`src/hw/vst_pkg.sv`:
```
package vst_pkg;

  localparam int ADDR_W = 12;
  localparam int DATA_W = 32;
  localparam int UP_W = 5;
  localparam int NUM_UP = 5;
  localparam int NUM_SEL = 7;

  // byte offsets
  localparam logic [ADDR_W-1:0] OFF_VS1_UP = 12'h364;
  localparam logic [ADDR_W-1:0] OFF_VS2_UP = 12'h368;
  localparam logic [ADDR_W-1:0] OFF_VS3_UP = 12'h36c;
  localparam logic [ADDR_W-1:0] OFF_VS4_UP = 12'h370;
  localparam logic [ADDR_W-1:0] OFF_VS5_UP = 12'h374;
  localparam logic [ADDR_W-1:0] OFF_MEMBER_VEC = 12'h380;
  localparam logic [ADDR_W-1:0] OFF_LAUNCH = 12'h3ac;

  // select indices
  localparam int SEL_VEC = 5;
  localparam int SEL_LAUNCH = 6;

  // field layout
  localparam int UP_LSB = 0;
  localparam int LAUNCH_BIT = 0;
  localparam logic [DATA_W-1:0] UP_RW_MASK = 32'h0000_001f;
  localparam logic [DATA_W-1:0] VEC_RW_MASK = 32'h0000_0f0f;
  localparam logic [DATA_W-1:0] LAUNCH_RW_MASK = 32'h0000_0001;

  // reset values
  localparam logic [DATA_W-1:0] VEC_ALL_PORTS = 32'h00ff_ffff;
  localparam logic [UP_W-1:0] UP_NT_DISABLED = 5'h1f;
  localparam logic [UP_W-1:0] UP_RESERVED_CODE = 5'h00;
  // member flags per test-mode strap code; plain defaults
  localparam logic [DATA_W-1:0] VEC_TM_RST [8] = '{
    32'h0000_0f0f, 32'h0000_0003, 32'h0000_0005, 32'h0000_0009,
    32'h0000_0101, 32'h0000_0201, 32'h0000_0401, 32'h0000_0801};

  // three-state strap pin codes
  localparam logic [1:0] TRI_LO = 2'h0;
  localparam logic [1:0] TRI_HI = 2'h1;
  localparam logic [1:0] TRI_Z = 2'h2;

  typedef enum logic [1:0] {
    VST_LOAD = 2'b01,
    VST_RUN = 2'b10
  } vst_state_type;

  // per pin: float wins over level
  function automatic logic [5:0] vst_tri(input logic [2:0] lvl,
                                         input logic [2:0] flt);
    logic [5:0] key;
    key = '0;
    for (int i = 0; i < 3; i++) begin
      key[2*i +: 2] = flt[i] ? TRI_Z : (lvl[i] ? TRI_HI : TRI_LO);
    end
    return key;
  endfunction : vst_tri

  function automatic logic [UP_W-1:0] vst_port_sel(input logic [5:0] key);
    logic [UP_W-1:0] port;
    port = UP_RESERVED_CODE;
    // key is {pin2, pin1, pin0}
    unique case (key)
      {TRI_LO, TRI_LO, TRI_LO}: port = 5'h00;
      {TRI_LO, TRI_LO, TRI_Z}: port = 5'h01;
      {TRI_LO, TRI_LO, TRI_HI}: port = 5'h02;
      {TRI_LO, TRI_Z, TRI_LO}: port = 5'h03;
      {TRI_LO, TRI_HI, TRI_HI}: port = 5'h08;
      {TRI_Z, TRI_LO, TRI_LO}: port = 5'h09;
      {TRI_Z, TRI_LO, TRI_Z}: port = 5'h0a;
      {TRI_Z, TRI_LO, TRI_HI}: port = 5'h0b;
      {TRI_Z, TRI_HI, TRI_Z}: port = 5'h10;
      {TRI_Z, TRI_HI, TRI_HI}: port = 5'h11;
      {TRI_HI, TRI_LO, TRI_LO}: port = 5'h12;
      {TRI_HI, TRI_LO, TRI_Z}: port = 5'h13;
      {TRI_HI, TRI_HI, TRI_HI}: port = UP_NT_DISABLED;
      default: port = UP_RESERVED_CODE;
    endcase
    return port;
  endfunction : vst_port_sel

endpackage : vst_pkg

```
`src/hw/vst_acc_if.sv`:
```
`timescale 1ns/1ns
interface vst_acc_if;
  import vst_pkg::*;
  logic req;
  logic wr;
  logic path_ok;
  logic [ADDR_W-1:0] addr;
  logic [NUM_SEL-1:0] sel;
  logic wr_en;
  logic rd_en;

  modport core (output req, output wr, output path_ok, output addr,
                input sel, input wr_en, input rd_en);
  modport dec (input req, input wr, input path_ok, input addr,
               output sel, output wr_en, output rd_en);
endinterface : vst_acc_if

```
`src/hw/vst_acc_dec.sv`:
```
`timescale 1ns/1ns
module vst_acc_dec (
  input wire logic clk_i,
  input wire logic rstn_i,
  vst_acc_if.dec acc
);
  import vst_pkg::*;

  always_comb begin
    acc.sel = '0;
    unique case (acc.addr)
      OFF_VS1_UP: acc.sel[0] = 1'b1;
      OFF_VS2_UP: acc.sel[1] = 1'b1;
      OFF_VS3_UP: acc.sel[2] = 1'b1;
      OFF_VS4_UP: acc.sel[3] = 1'b1;
      OFF_VS5_UP: acc.sel[4] = 1'b1;
      OFF_MEMBER_VEC: acc.sel[SEL_VEC] = 1'b1;
      OFF_LAUNCH: acc.sel[SEL_LAUNCH] = 1'b1;
      default: acc.sel = '0;
    endcase
  end

  // a blocked path is a no-op: no write, read answers zero
  assign acc.wr_en = acc.req & acc.wr & acc.path_ok;
  assign acc.rd_en = acc.req & ~acc.wr & acc.path_ok;
endmodule : vst_acc_dec

```
`src/hw/vst_regs.sv`:
```
// Function
// - switches 1-5 upstream: sticky RW port in bits 4:0, rest read zero
// - upstream reset value decoded from the nontransparent select strap
// - base mode: switch 0 membership vector defaults to 00FF_FFFF
// - switch mode: vector default from test-mode strap and mode input
// - switch mode, launch clear after reset: vector reads 00FF_FFFF
// - launch clear after reset if I2C strap low or mgmt strap floats
// - switch mode access via a non-management upstream port: read zero, no write
// - table formed from the enable input and the upstream and membership registers
// - in switch mode registers reachable only via the management port or EEPROM
`timescale 1ns/1ns
module vst_regs (
  // clock, reset, enable
  input wire logic clk_i,
  input wire logic rstn_i,
  input wire logic ce_i,
  input wire logic hot_reset_i,
  // straps and mode inputs
  input wire logic i2c_config_allow_strap_n_i,
  input wire logic management_port_enable_strap_z_i,
  input wire logic [2:0] nontransparent_uplink_select_strap_i,
  input wire logic [2:0] nontransparent_uplink_select_strap_z_i,
  input wire logic [2:0] test_mode_strap_i,
  input wire logic virtual_switch_mode_input_i,
  input wire logic virtual_switch_mode_input_z_i,
  // register access port
  input wire logic cfg_req_i,
  input wire logic cfg_wr_i,
  input wire logic [vst_pkg::ADDR_W-1:0] cfg_addr_i,
  input wire logic [vst_pkg::DATA_W-1:0] cfg_wdata_i,
  input wire logic cfg_via_mgmt_i,
  input wire logic cfg_from_eeprom_i,
  output logic cfg_ack_o,
  output logic [vst_pkg::DATA_W-1:0] cfg_rdata_o,
  // applied virtual switch table
  input wire logic [5:0] virtual_switch_enable_bit_i,
  output logic [vst_pkg::NUM_UP*vst_pkg::UP_W-1:0] table_upstream_o,
  output logic [vst_pkg::DATA_W-1:0] table_members_o,
  output logic [5:0] table_enable_o,
  output logic launched_o,
  output logic virtual_switch_mode_input_o
);
  import vst_pkg::*;

  vst_acc_if acc ();

  vst_state_type state_reg;
  logic [UP_W-1:0] up_reg [NUM_UP];
  logic [DATA_W-1:0] vec_reg;
  logic launch_reg;
  logic launch_prev_reg;
  logic virtual_switch_mode_input_reg;
  logic virtual_switch_mode_input_next;
  logic launch_next;
  logic [UP_W-1:0] up_next;
  logic [DATA_W-1:0] vec_next;
  logic [DATA_W-1:0] rd_word;
  logic apply;

  assign acc.req = cfg_req_i & (state_reg == VST_RUN);
  assign acc.wr = cfg_wr_i;
  assign acc.addr = cfg_addr_i;
  // base mode: port 0 open; Virtual_switch_mode_input: management port or EEPROM only
  assign acc.path_ok = ~virtual_switch_mode_input_reg | cfg_via_mgmt_i |
                       cfg_from_eeprom_i;

  vst_acc_dec u_dec (
    .clk_i(clk_i),
    .rstn_i(rstn_i),
    .acc(acc)
  );

  // a floating mode pin reads as base mode
  assign virtual_switch_mode_input_next = virtual_switch_mode_input_i &
                        ~virtual_switch_mode_input_z_i;
  assign launch_next = ~(~i2c_config_allow_strap_n_i |
                         management_port_enable_strap_z_i);
  assign up_next = vst_port_sel(vst_tri(
                   nontransparent_uplink_select_strap_i,
                   nontransparent_uplink_select_strap_z_i));

  always_comb begin
    if (!virtual_switch_mode_input_next) begin
      vec_next = VEC_ALL_PORTS;
    end else if (!launch_next) begin
      vec_next = VEC_ALL_PORTS;
    end else begin
      vec_next = VEC_TM_RST[test_mode_strap_i];
    end
  end

  // straps are caught on the first enabled edge after release, never inside the reset
  always_ff @(posedge clk_i) begin
    if (!rstn_i) begin
      state_reg <= VST_LOAD;
    end else if (ce_i) begin
      unique case (state_reg)
        VST_LOAD: state_reg <= VST_RUN;
        VST_RUN: state_reg <= VST_RUN;
      endcase
    end
  end

  always_ff @(posedge clk_i) begin
    if (!rstn_i) begin
      virtual_switch_mode_input_reg <= 1'b0;
    end else if (ce_i && state_reg == VST_LOAD) begin
      virtual_switch_mode_input_reg <= virtual_switch_mode_input_next;
    end
  end

  // sticky: only the fundamental reset, loads and register writes touch these
  always_ff @(posedge clk_i) begin
    if (!rstn_i) begin
      for (int i = 0; i < NUM_UP; i++) begin
        up_reg[i] <= '0;
      end
    end else if (ce_i) begin
      for (int i = 0; i < NUM_UP; i++) begin
        if (state_reg == VST_LOAD) begin
          up_reg[i] <= up_next;
        end else if (acc.wr_en && acc.sel[i]) begin
          up_reg[i] <= cfg_wdata_i[UP_LSB +: UP_W];
        end
      end
    end
  end

  // reserved, test and upper bits keep their load value
  always_ff @(posedge clk_i) begin
    if (!rstn_i) begin
      vec_reg <= '0;
    end else if (ce_i) begin
      if (state_reg == VST_LOAD) begin
        vec_reg <= vec_next;
      end else if (acc.wr_en && acc.sel[SEL_VEC]) begin
        vec_reg <= (vec_reg & ~VEC_RW_MASK) |
                   (cfg_wdata_i & VEC_RW_MASK);
      end
    end
  end

  always_ff @(posedge clk_i) begin
    if (!rstn_i) begin
      launch_reg <= 1'b0;
    end else if (ce_i) begin
      if (state_reg == VST_LOAD) begin
        launch_reg <= launch_next;
      end else if (acc.wr_en && acc.sel[SEL_LAUNCH]) begin
        launch_reg <= cfg_wdata_i[LAUNCH_BIT];
      end
    end
  end

  always_comb begin
    rd_word = '0;
    for (int i = 0; i < NUM_UP; i++) begin
      if (acc.sel[i]) begin
        rd_word = DATA_W'(up_reg[i]) & UP_RW_MASK;
      end
    end
    if (acc.sel[SEL_VEC]) begin
      rd_word = vec_reg;
    end
    if (acc.sel[SEL_LAUNCH]) begin
      rd_word = DATA_W'(launch_reg) & LAUNCH_RW_MASK;
    end
  end

  // one-cycle answer to every request in VST_RUN with ce_i high; blocked or unmapped reads give 0
  always_ff @(posedge clk_i) begin
    if (!rstn_i) begin
      cfg_ack_o <= 1'b0;
      cfg_rdata_o <= '0;
    end else if (ce_i) begin
      cfg_ack_o <= acc.req;
      cfg_rdata_o <= acc.rd_en ? rd_word : '0;
    end
  end

  // the switch core sees a new table only on launch or hot reset
  // launch is edge-detected, so a strap-set bit still applies once
  assign apply = (state_reg == VST_RUN) &&
                 ((launch_reg && !launch_prev_reg) || hot_reset_i);

  always_ff @(posedge clk_i) begin
    if (!rstn_i) begin
      launch_prev_reg <= 1'b0;
      launched_o <= 1'b0;
      virtual_switch_mode_input_o <= 1'b0;
    end else if (ce_i) begin
      launch_prev_reg <= launch_reg;
      launched_o <= launch_reg;
      virtual_switch_mode_input_o <= virtual_switch_mode_input_reg;
    end
  end

  always_ff @(posedge clk_i) begin
    if (!rstn_i) begin
      table_upstream_o <= '0;
      table_members_o <= '0;
      table_enable_o <= '0;
    end else if (ce_i && apply) begin
      for (int i = 0; i < NUM_UP; i++) begin
        table_upstream_o[i*UP_W +: UP_W] <= up_reg[i];
      end
      table_members_o <= vec_reg;
      table_enable_o <= virtual_switch_enable_bit_i;
    end
  end
endmodule : vst_regs

```
`config.mk`:
```
export PLATFORM = sky130hd
export DESIGN_NAME = vst_regs
export DESIGN_NICKNAME = d
export VERILOG_FILES = /design/src/hw/vst_pkg.sv /design/src/hw/vst_acc_if.sv /design/src/hw/vst_acc_dec.sv /design/src/hw/vst_regs.sv
export SDC_FILE = /design/constraint.sdc
export NUM_CORES = 1
export LEC_CHECK = 0
export ABC_AREA = 1
export BUFFER_PORTS_ARGS = -buffer_cell sky130_fd_sc_hd__buf_2
export CAP_MARGIN = 5
export CORE_UTILIZATION = 45
export DETAILED_ROUTE_END_ITERATION = 7
export GPL_TIMING_DRIVEN = 0
export HOLD_SLACK_MARGIN = 0.15
export PLACE_DENSITY_LB_ADDON = 0.15
export SYNTH_ARGS = -nofsm -noshare
export SYNTH_HDL_FRONTEND = slang
export SYNTH_SLANG_ARGS = --single-unit
export TNS_END_PERCENT = 10
```
`constraint.sdc`:
```
create_clock -name clk_i -period 4.5 [get_ports clk_i]
set_input_delay 0.225 -clock clk_i [delete_from_list [all_inputs] [get_ports clk_i]]
set_output_delay 0.225 -clock clk_i [all_outputs]
set_load 0.05 [all_outputs]
```
# Yosys cells after proc, flatten, opt, wreduce, memory -nomap -nowiden
# Memories as Yosys holds them, arrays and structs flattened.
# Cells that the tools add are included.
dict set report classes {
  order_cmp 1
  n_eq_ne 9
  muxes 70
  bitwise 26
  reduce_logical 18
}
# op n
set ops {}
lappend ops {{32-bit 2-to-1 mux} 13}
lappend ops {{12-bit by 10-bit equality test with 1-bit output, second input constant} 7}
lappend ops {{5-bit 2-to-1 mux} 11}
lappend ops {{1-bit 2-to-1 mux} 42}
lappend ops {{32-bit by 12-bit OR with 32-bit output} 1}
lappend ops {{1-bit OR} 13}
lappend ops {{1-bit logical AND} 11}
lappend ops {{2-bit 2-to-1 mux} 4}
lappend ops {{1-bit bitwise AND} 6}
lappend ops {{1-bit NOT} 5}
lappend ops {{4-bit >= comparator, second input constant} 1}
lappend ops {{3-bit NOT with 4-bit output} 1}
lappend ops {{2-bit AND reduction} 2}
lappend ops {{2-bit nonzero test} 2}
lappend ops {{2-bit by 1-bit equality test with 1-bit output, second input constant} 1}
lappend ops {{2-bit equality test, second input constant} 1}
lappend ops {{2-bit OR reduction} 1}
lappend ops {{1-bit logical NOT} 1}
lappend ops {{1-bit logical OR} 1}
dict set report totals {
  reg_bits 134
  ramBits 25
  romBits 576
  wordCells 138
  memories 3
}
# name words word_bits read_ports rd_clocked_by_memory_dff write_ports line_no
set memory_table {}
lappend memory_table {{(name not given)} 64 5 1 0 0 vst_pkg.sv:63} ;# unique case (key)
lappend memory_table {{(name not given)} 8 32 1 0 0 vst_regs.sv:88} ;# vec_next = VEC_TM_RST[test_mode_strap_i];
lappend memory_table {up_reg 5 5 5 0 5 vst_regs.sv:48} ;# logic [UP_W-1:0] up_reg [NUM_UP];

# Depth between registers and ports, before layout
dict set report logic_depth {
  word_depth 11
  depth_mapped 13
  ltp_nobuf 13
}

# Hierarchy
# A second synthesis with hierarchy kept.
dict set report unflattened {
  cells_unflattened 643
  area_unflattened_um2 4790.8
}
# mod instances cells_per_inst area_each_um2
set by_module_without_submodules {}
lappend by_module_without_submodules {vst_regs 1 603 4615.7}
lappend by_module_without_submodules {vst_acc_dec 1 40 175.2}

# Least setup slack after synthesis
# Ideal clock, no wire load.
dict set report synth_path {
  kind {register to register}
  from {reg launch_prev_reg}
  to {reg table_upstream_o[6] (netlist name) (read register of up_reg)}
  setup_time_ps 116
  arrival_time_ps 1422
  required_ps 4384
  slack_ps 2963
  stages_incl_launch_ff 7
  path_buffers 1
  period_less_slack_ps 1537
  path_cell_list {dfxtp_1 -> o21bai_1 -> nand2_1 -> clkinv_1 -> buf_2 -> nor2_1 -> nor2_1}
}
dict set report synth_between {
  elab_chain_cells 5
}
# item line_no
set synth_rtl {}
lappend synth_rtl {{from (decl)} vst_regs.sv:51} ;# logic launch_prev_reg;
lappend synth_rtl {{from (signal assigned)} vst_regs.sv:192} ;# launch_prev_reg <= launch_reg;
lappend synth_rtl {{1-bit logical NOT} vst_regs.sv:184} ;# ((launch_reg && !launch_prev_reg) || hot_reset_i);
lappend synth_rtl {{1-bit logical AND} vst_regs.sv:184}
lappend synth_rtl {{1-bit logical OR} vst_regs.sv:184}
lappend synth_rtl {{1-bit logical AND} vst_regs.sv:183} ;# assign apply = (state_reg == VST_RUN) &&
lappend synth_rtl {{1-bit logical AND} vst_regs.sv:203} ;# end else if (ce_i && apply) begin
lappend synth_rtl {{to (decl)} vst_regs.sv:37} ;# output logic [vst_pkg::NUM_UP*vst_pkg::UP_W-1:0] table_upstream_o,
# Every way passes these cells.
# A chain may end at the register's enable or synchronous reset.

==> impl_metrics.toml <==
[die]
design.portCount = 169
fp.dieH_microns = 106.3
initial_core_util_pct = 46.97
fp.dieW_microns = 106.3
core.rowCount = 37
coreArea_sq_um = 10420
dieArea_sq_um = 11290

[clocking]
number_of_buffers_created_by_cts = 9
post-cts-setup-buffers = 0
cts_sinks = 92
cts.repair.resized = 0
clock_transition_time_at_the_flip_flop_clock_pins_of_the_worst_setup_and_hold_paths_ps = 90
cts_tree = "done"
cts_hold_buffers = 6
cts-root-buf = "sky130_fd_sc_hd__clkbuf_8"
worst_skew_pair_latency_ps = 370
h-tree-depth = 3
clock_path_buffers = 2

[sta]
worst_slew_margin_rel_pct = 49.99
tns_ps = 0
final_count_of_pins_violating_max_slew = 0
skew_ps = 17.74
fmaxAchievable_ghz = 0.5683
setup_viol = 0
fin_crit_ps = 1760
min_period_over_period_pct = 39.10
grt_setup_unrepaired = "false"
worst-slew-pin-transition_ps = 742.4
hold_viol_final = 0
postLayoutSetupSlackWorst_ps = 2740

[yosys]
ys.flop_type = "sky130_fd_sc_hd__dfxtp_1"
average_instance_area_after_synthesis_sq_um = 7.480
netlist.top_cell.by_area = "sky130_fd_sc_hd__dfxtp_1"
netlist_instances = 654
number_of_distinct_standard_cells_referenced_by_the_synthesized_netlist = 40
ys.warnings.count = 0
postSynthRegisterBits = 92
async_flop_share_pct = 0
synth_top_cells_by_area = "sky130_fd_sc_hd__dfxtp_1 27%, sky130_fd_sc_hd__edfxtp_1 15%, sky130_fd_sc_hd__nand2_1 9.4%, sky130_fd_sc_hd__nor2_1 8.1%, sky130_fd_sc_hd__o21ai_0 7.4%"
number_of_enable_flip_flop_cells_after_synthesis = 25
part_of_the_yosys_area_used_for_sequential_elements_pct = 42.76
synthDominantCellAreaShare_pct = 27.42
syn-cell-area_sq_um = 4892

[pwr]
static-leakage-power_nw = 3.048
power.ir.vdd_worst_mv = 0.1393
powerDensity_nw_per_um2 = 283.9

[worst_setup_path]
slowest_stage = "sky130_fd_sc_hd__dfxtp_1"
r2r_setup_slack_ps = 2740
worst_setup_path_end_kind = "register"
worstPathArrival_ps = 1880
critPathRequiredTime_ps = 4620
regToRegEndpoint = "up_reg[0][3]$_SDFFCE_PP0P_"
ff2ff_path_depth = 10
setup.worst_path.class = "register to register"
rr_startpoint = "state_reg[1]$_SDFFE_PN0P_"
critical_path.startpoint_type = "register"
cpPeakStageDelay_ps = 440
maximum_fanout_along_the_worst_path = 10
critical_path.most_common_cell = "sky130_fd_sc_hd__nand2_1"
crit_chain = "nand3_2, inv_2, nand3_2, nor2_4, nand2_1, buf_6, nand2_1, o21ai_1, nand2_1, inv_1"

[min_path]
holdPathEnd = "vec_reg[11]$_SDFFE_PN0P_"
holdCritStartpoint = "cfg_wdata_i[11]"
min_path_cells = 3
timing.hold.worst.class = "input pin to register"

[route]
remaining_drc_errors = 0
drt_iter0_markers = 224
routed_wirelength_microns = 13120
detail_routed_net_length_per_standard_cell_microns = 13.73
vias_per_cell = 4.825
drt_pre_antenna_iters = 4
routed-via-count = 4613
antenna_violating_nets_post_route = 0

[flow_run]
max_cap_violations = 0

[layout]
fillcell_total = 1009
layout.area.seq_sq_um = 2092
layout_commonest_cell = "sky130_fd_sc_hd__buf_2"
multi_input_combinational_cell_area_sq_um = 2069
number_of_nets_in_the_final_layout = 890
antenna-diode-count = 0
final_layout_size_suffix_gt1_share_pct = 29.88
area_growth_pct = 23.09
final_design_area_no_fill_sq_um = 6022
mostFrequentLayoutCells = "143 x sky130_fd_sc_hd__buf_2, 122 x sky130_fd_sc_hd__nand2_1, 105 x sky130_fd_sc_hd__nor2_1"
stdcell_count = 956

[place]
finalWeightedCongestion = 0.8520
placed_cell_area_sq_um = 5774
dpl.hpwl_microns = 10500
io_buffers = 137
dpl_worst_slack_ps = 2610
placedCellCount = 934

[global_route]
grt_first_pass_wirelength_microns = 20860
antenna_found_initial = 0
global_route.overflow_total = 0
global_route.usage.total_pct = 23.93
vias_in_the_first_global_route = 4103
grt_start_max_net_pins = 18

[status]
outcome = "completed"
==> layer usage <==
| layer | wire (microns) | global-route usage [%] | up-vias | share of wire [%] |
|---|---|---|---|---|
| met2 | 5859 | 38.31 | 168 | 45 |
| met3 | 816 | 3.250 | 14 | 6.2 |
| met1 | 6251 | 33.29 | 2061 | 48 |
| met5 | 0 | 0 | - | 0 |
| li1 | - | - | 2370 | - |
| met4 | 195 | 7.639 | 0 | 1.5 |
==> per-stage QoR <==
stage,utilization [%],total power [mW],hold WS (ps)
finish,57.81,1.710,161.4
global route,57.81,1.785,159.9
CTS,57.81,1.717,157.4
detailed placement,55.44,1.192,453.6
global placement,55.44,1.187,453.1
floorplan,-,1.109,390.6
==> cell type report <==
class                           instances  share of cell area (%)
Clock inverter                          4                  0.5194
Buffer                                 68                   8.186
Multi-Input combinational cell        432                   34.37
Clock buffer                           12                   2.597
Sequential cell                        92                   34.74
Inverter                               69                   4.384
Timing Repair Buffer                  143                   12.38
Tap cell                              136                   2.826
==> cell families after synthesis <==
group	Yosys count	share of synthesized area, %
buf+inv	137	15.47
fa+ha+maj	4	1.023
other cells	1	0.07665
flops	92	42.76
compound gates	141	15.04
simple gates	279	25.63
==> Yosys cell counts, types with 4 or more instances <==
master,number
sky130_fd_sc_hd__nor3_1,9
sky130_fd_sc_hd__a21oi_1,43
sky130_fd_sc_hd__nand2_2,5
sky130_fd_sc_hd__clkbuf_1,9
sky130_fd_sc_hd__ha_1,4
sky130_fd_sc_hd__nor2_1,105
sky130_fd_sc_hd__edfxtp_1,25
sky130_fd_sc_hd__nor2_4,9
sky130_fd_sc_hd__o21ai_0,72
sky130_fd_sc_hd__nand3_1,13
sky130_fd_sc_hd__inv_1,62
sky130_fd_sc_hd__inv_2,5
sky130_fd_sc_hd__buf_4,45
sky130_fd_sc_hd__dfxtp_1,67
sky130_fd_sc_hd__buf_6,6
sky130_fd_sc_hd__o21ai_1,16
sky130_fd_sc_hd__nand2_1,122
sky130_fd_sc_hd__buf_2,6
==> how the worst max path moves through the flow <==
stage,start,to,slack [ps],cells past startpoint
floorplan,launch_prev_reg$_SDFFE_PN0P_,table_upstream_o[6]$_SDFFE_PN0P_,2960,6
global placement,cfg_addr_i[10],up_reg[3][0]$_SDFFCE_PP0P_,2670,12
detailed placement,cfg_addr_i[10],up_reg[4][3]$_DFFE_PP_,2610,8
CTS,state_reg[0]$_SDFFE_PN1P_,up_reg[1][3]$_SDFFCE_PP0P_,2740,8
global route,state_reg[1]$_SDFFE_PN0P_,up_reg[0][1]$_SDFFCE_PP0P_,2570,10
finish,state_reg[1]$_SDFFE_PN0P_,up_reg[0][3]$_SDFFCE_PP0P_,2740,10
==> power breakdown <==
group	switching (mW)	total, mW	leakage, nW	internal, mW
combinational	0.187	0.269	2.14	0.0813
clock	0.293	0.530	0.0965	0.237
sequential	0.0258	0.911	0.811	0.885
==> worst max-delay path: cells and delay by family (launching register included) <==
kind	cells	cell delay, ps
buffers and inverters	3	310
and+or+nand+nor	6	700
DFF	1	440
AOI/OAI and AO/OA	1	60
No activity file was read; power rests on OpenSTA's default activity.
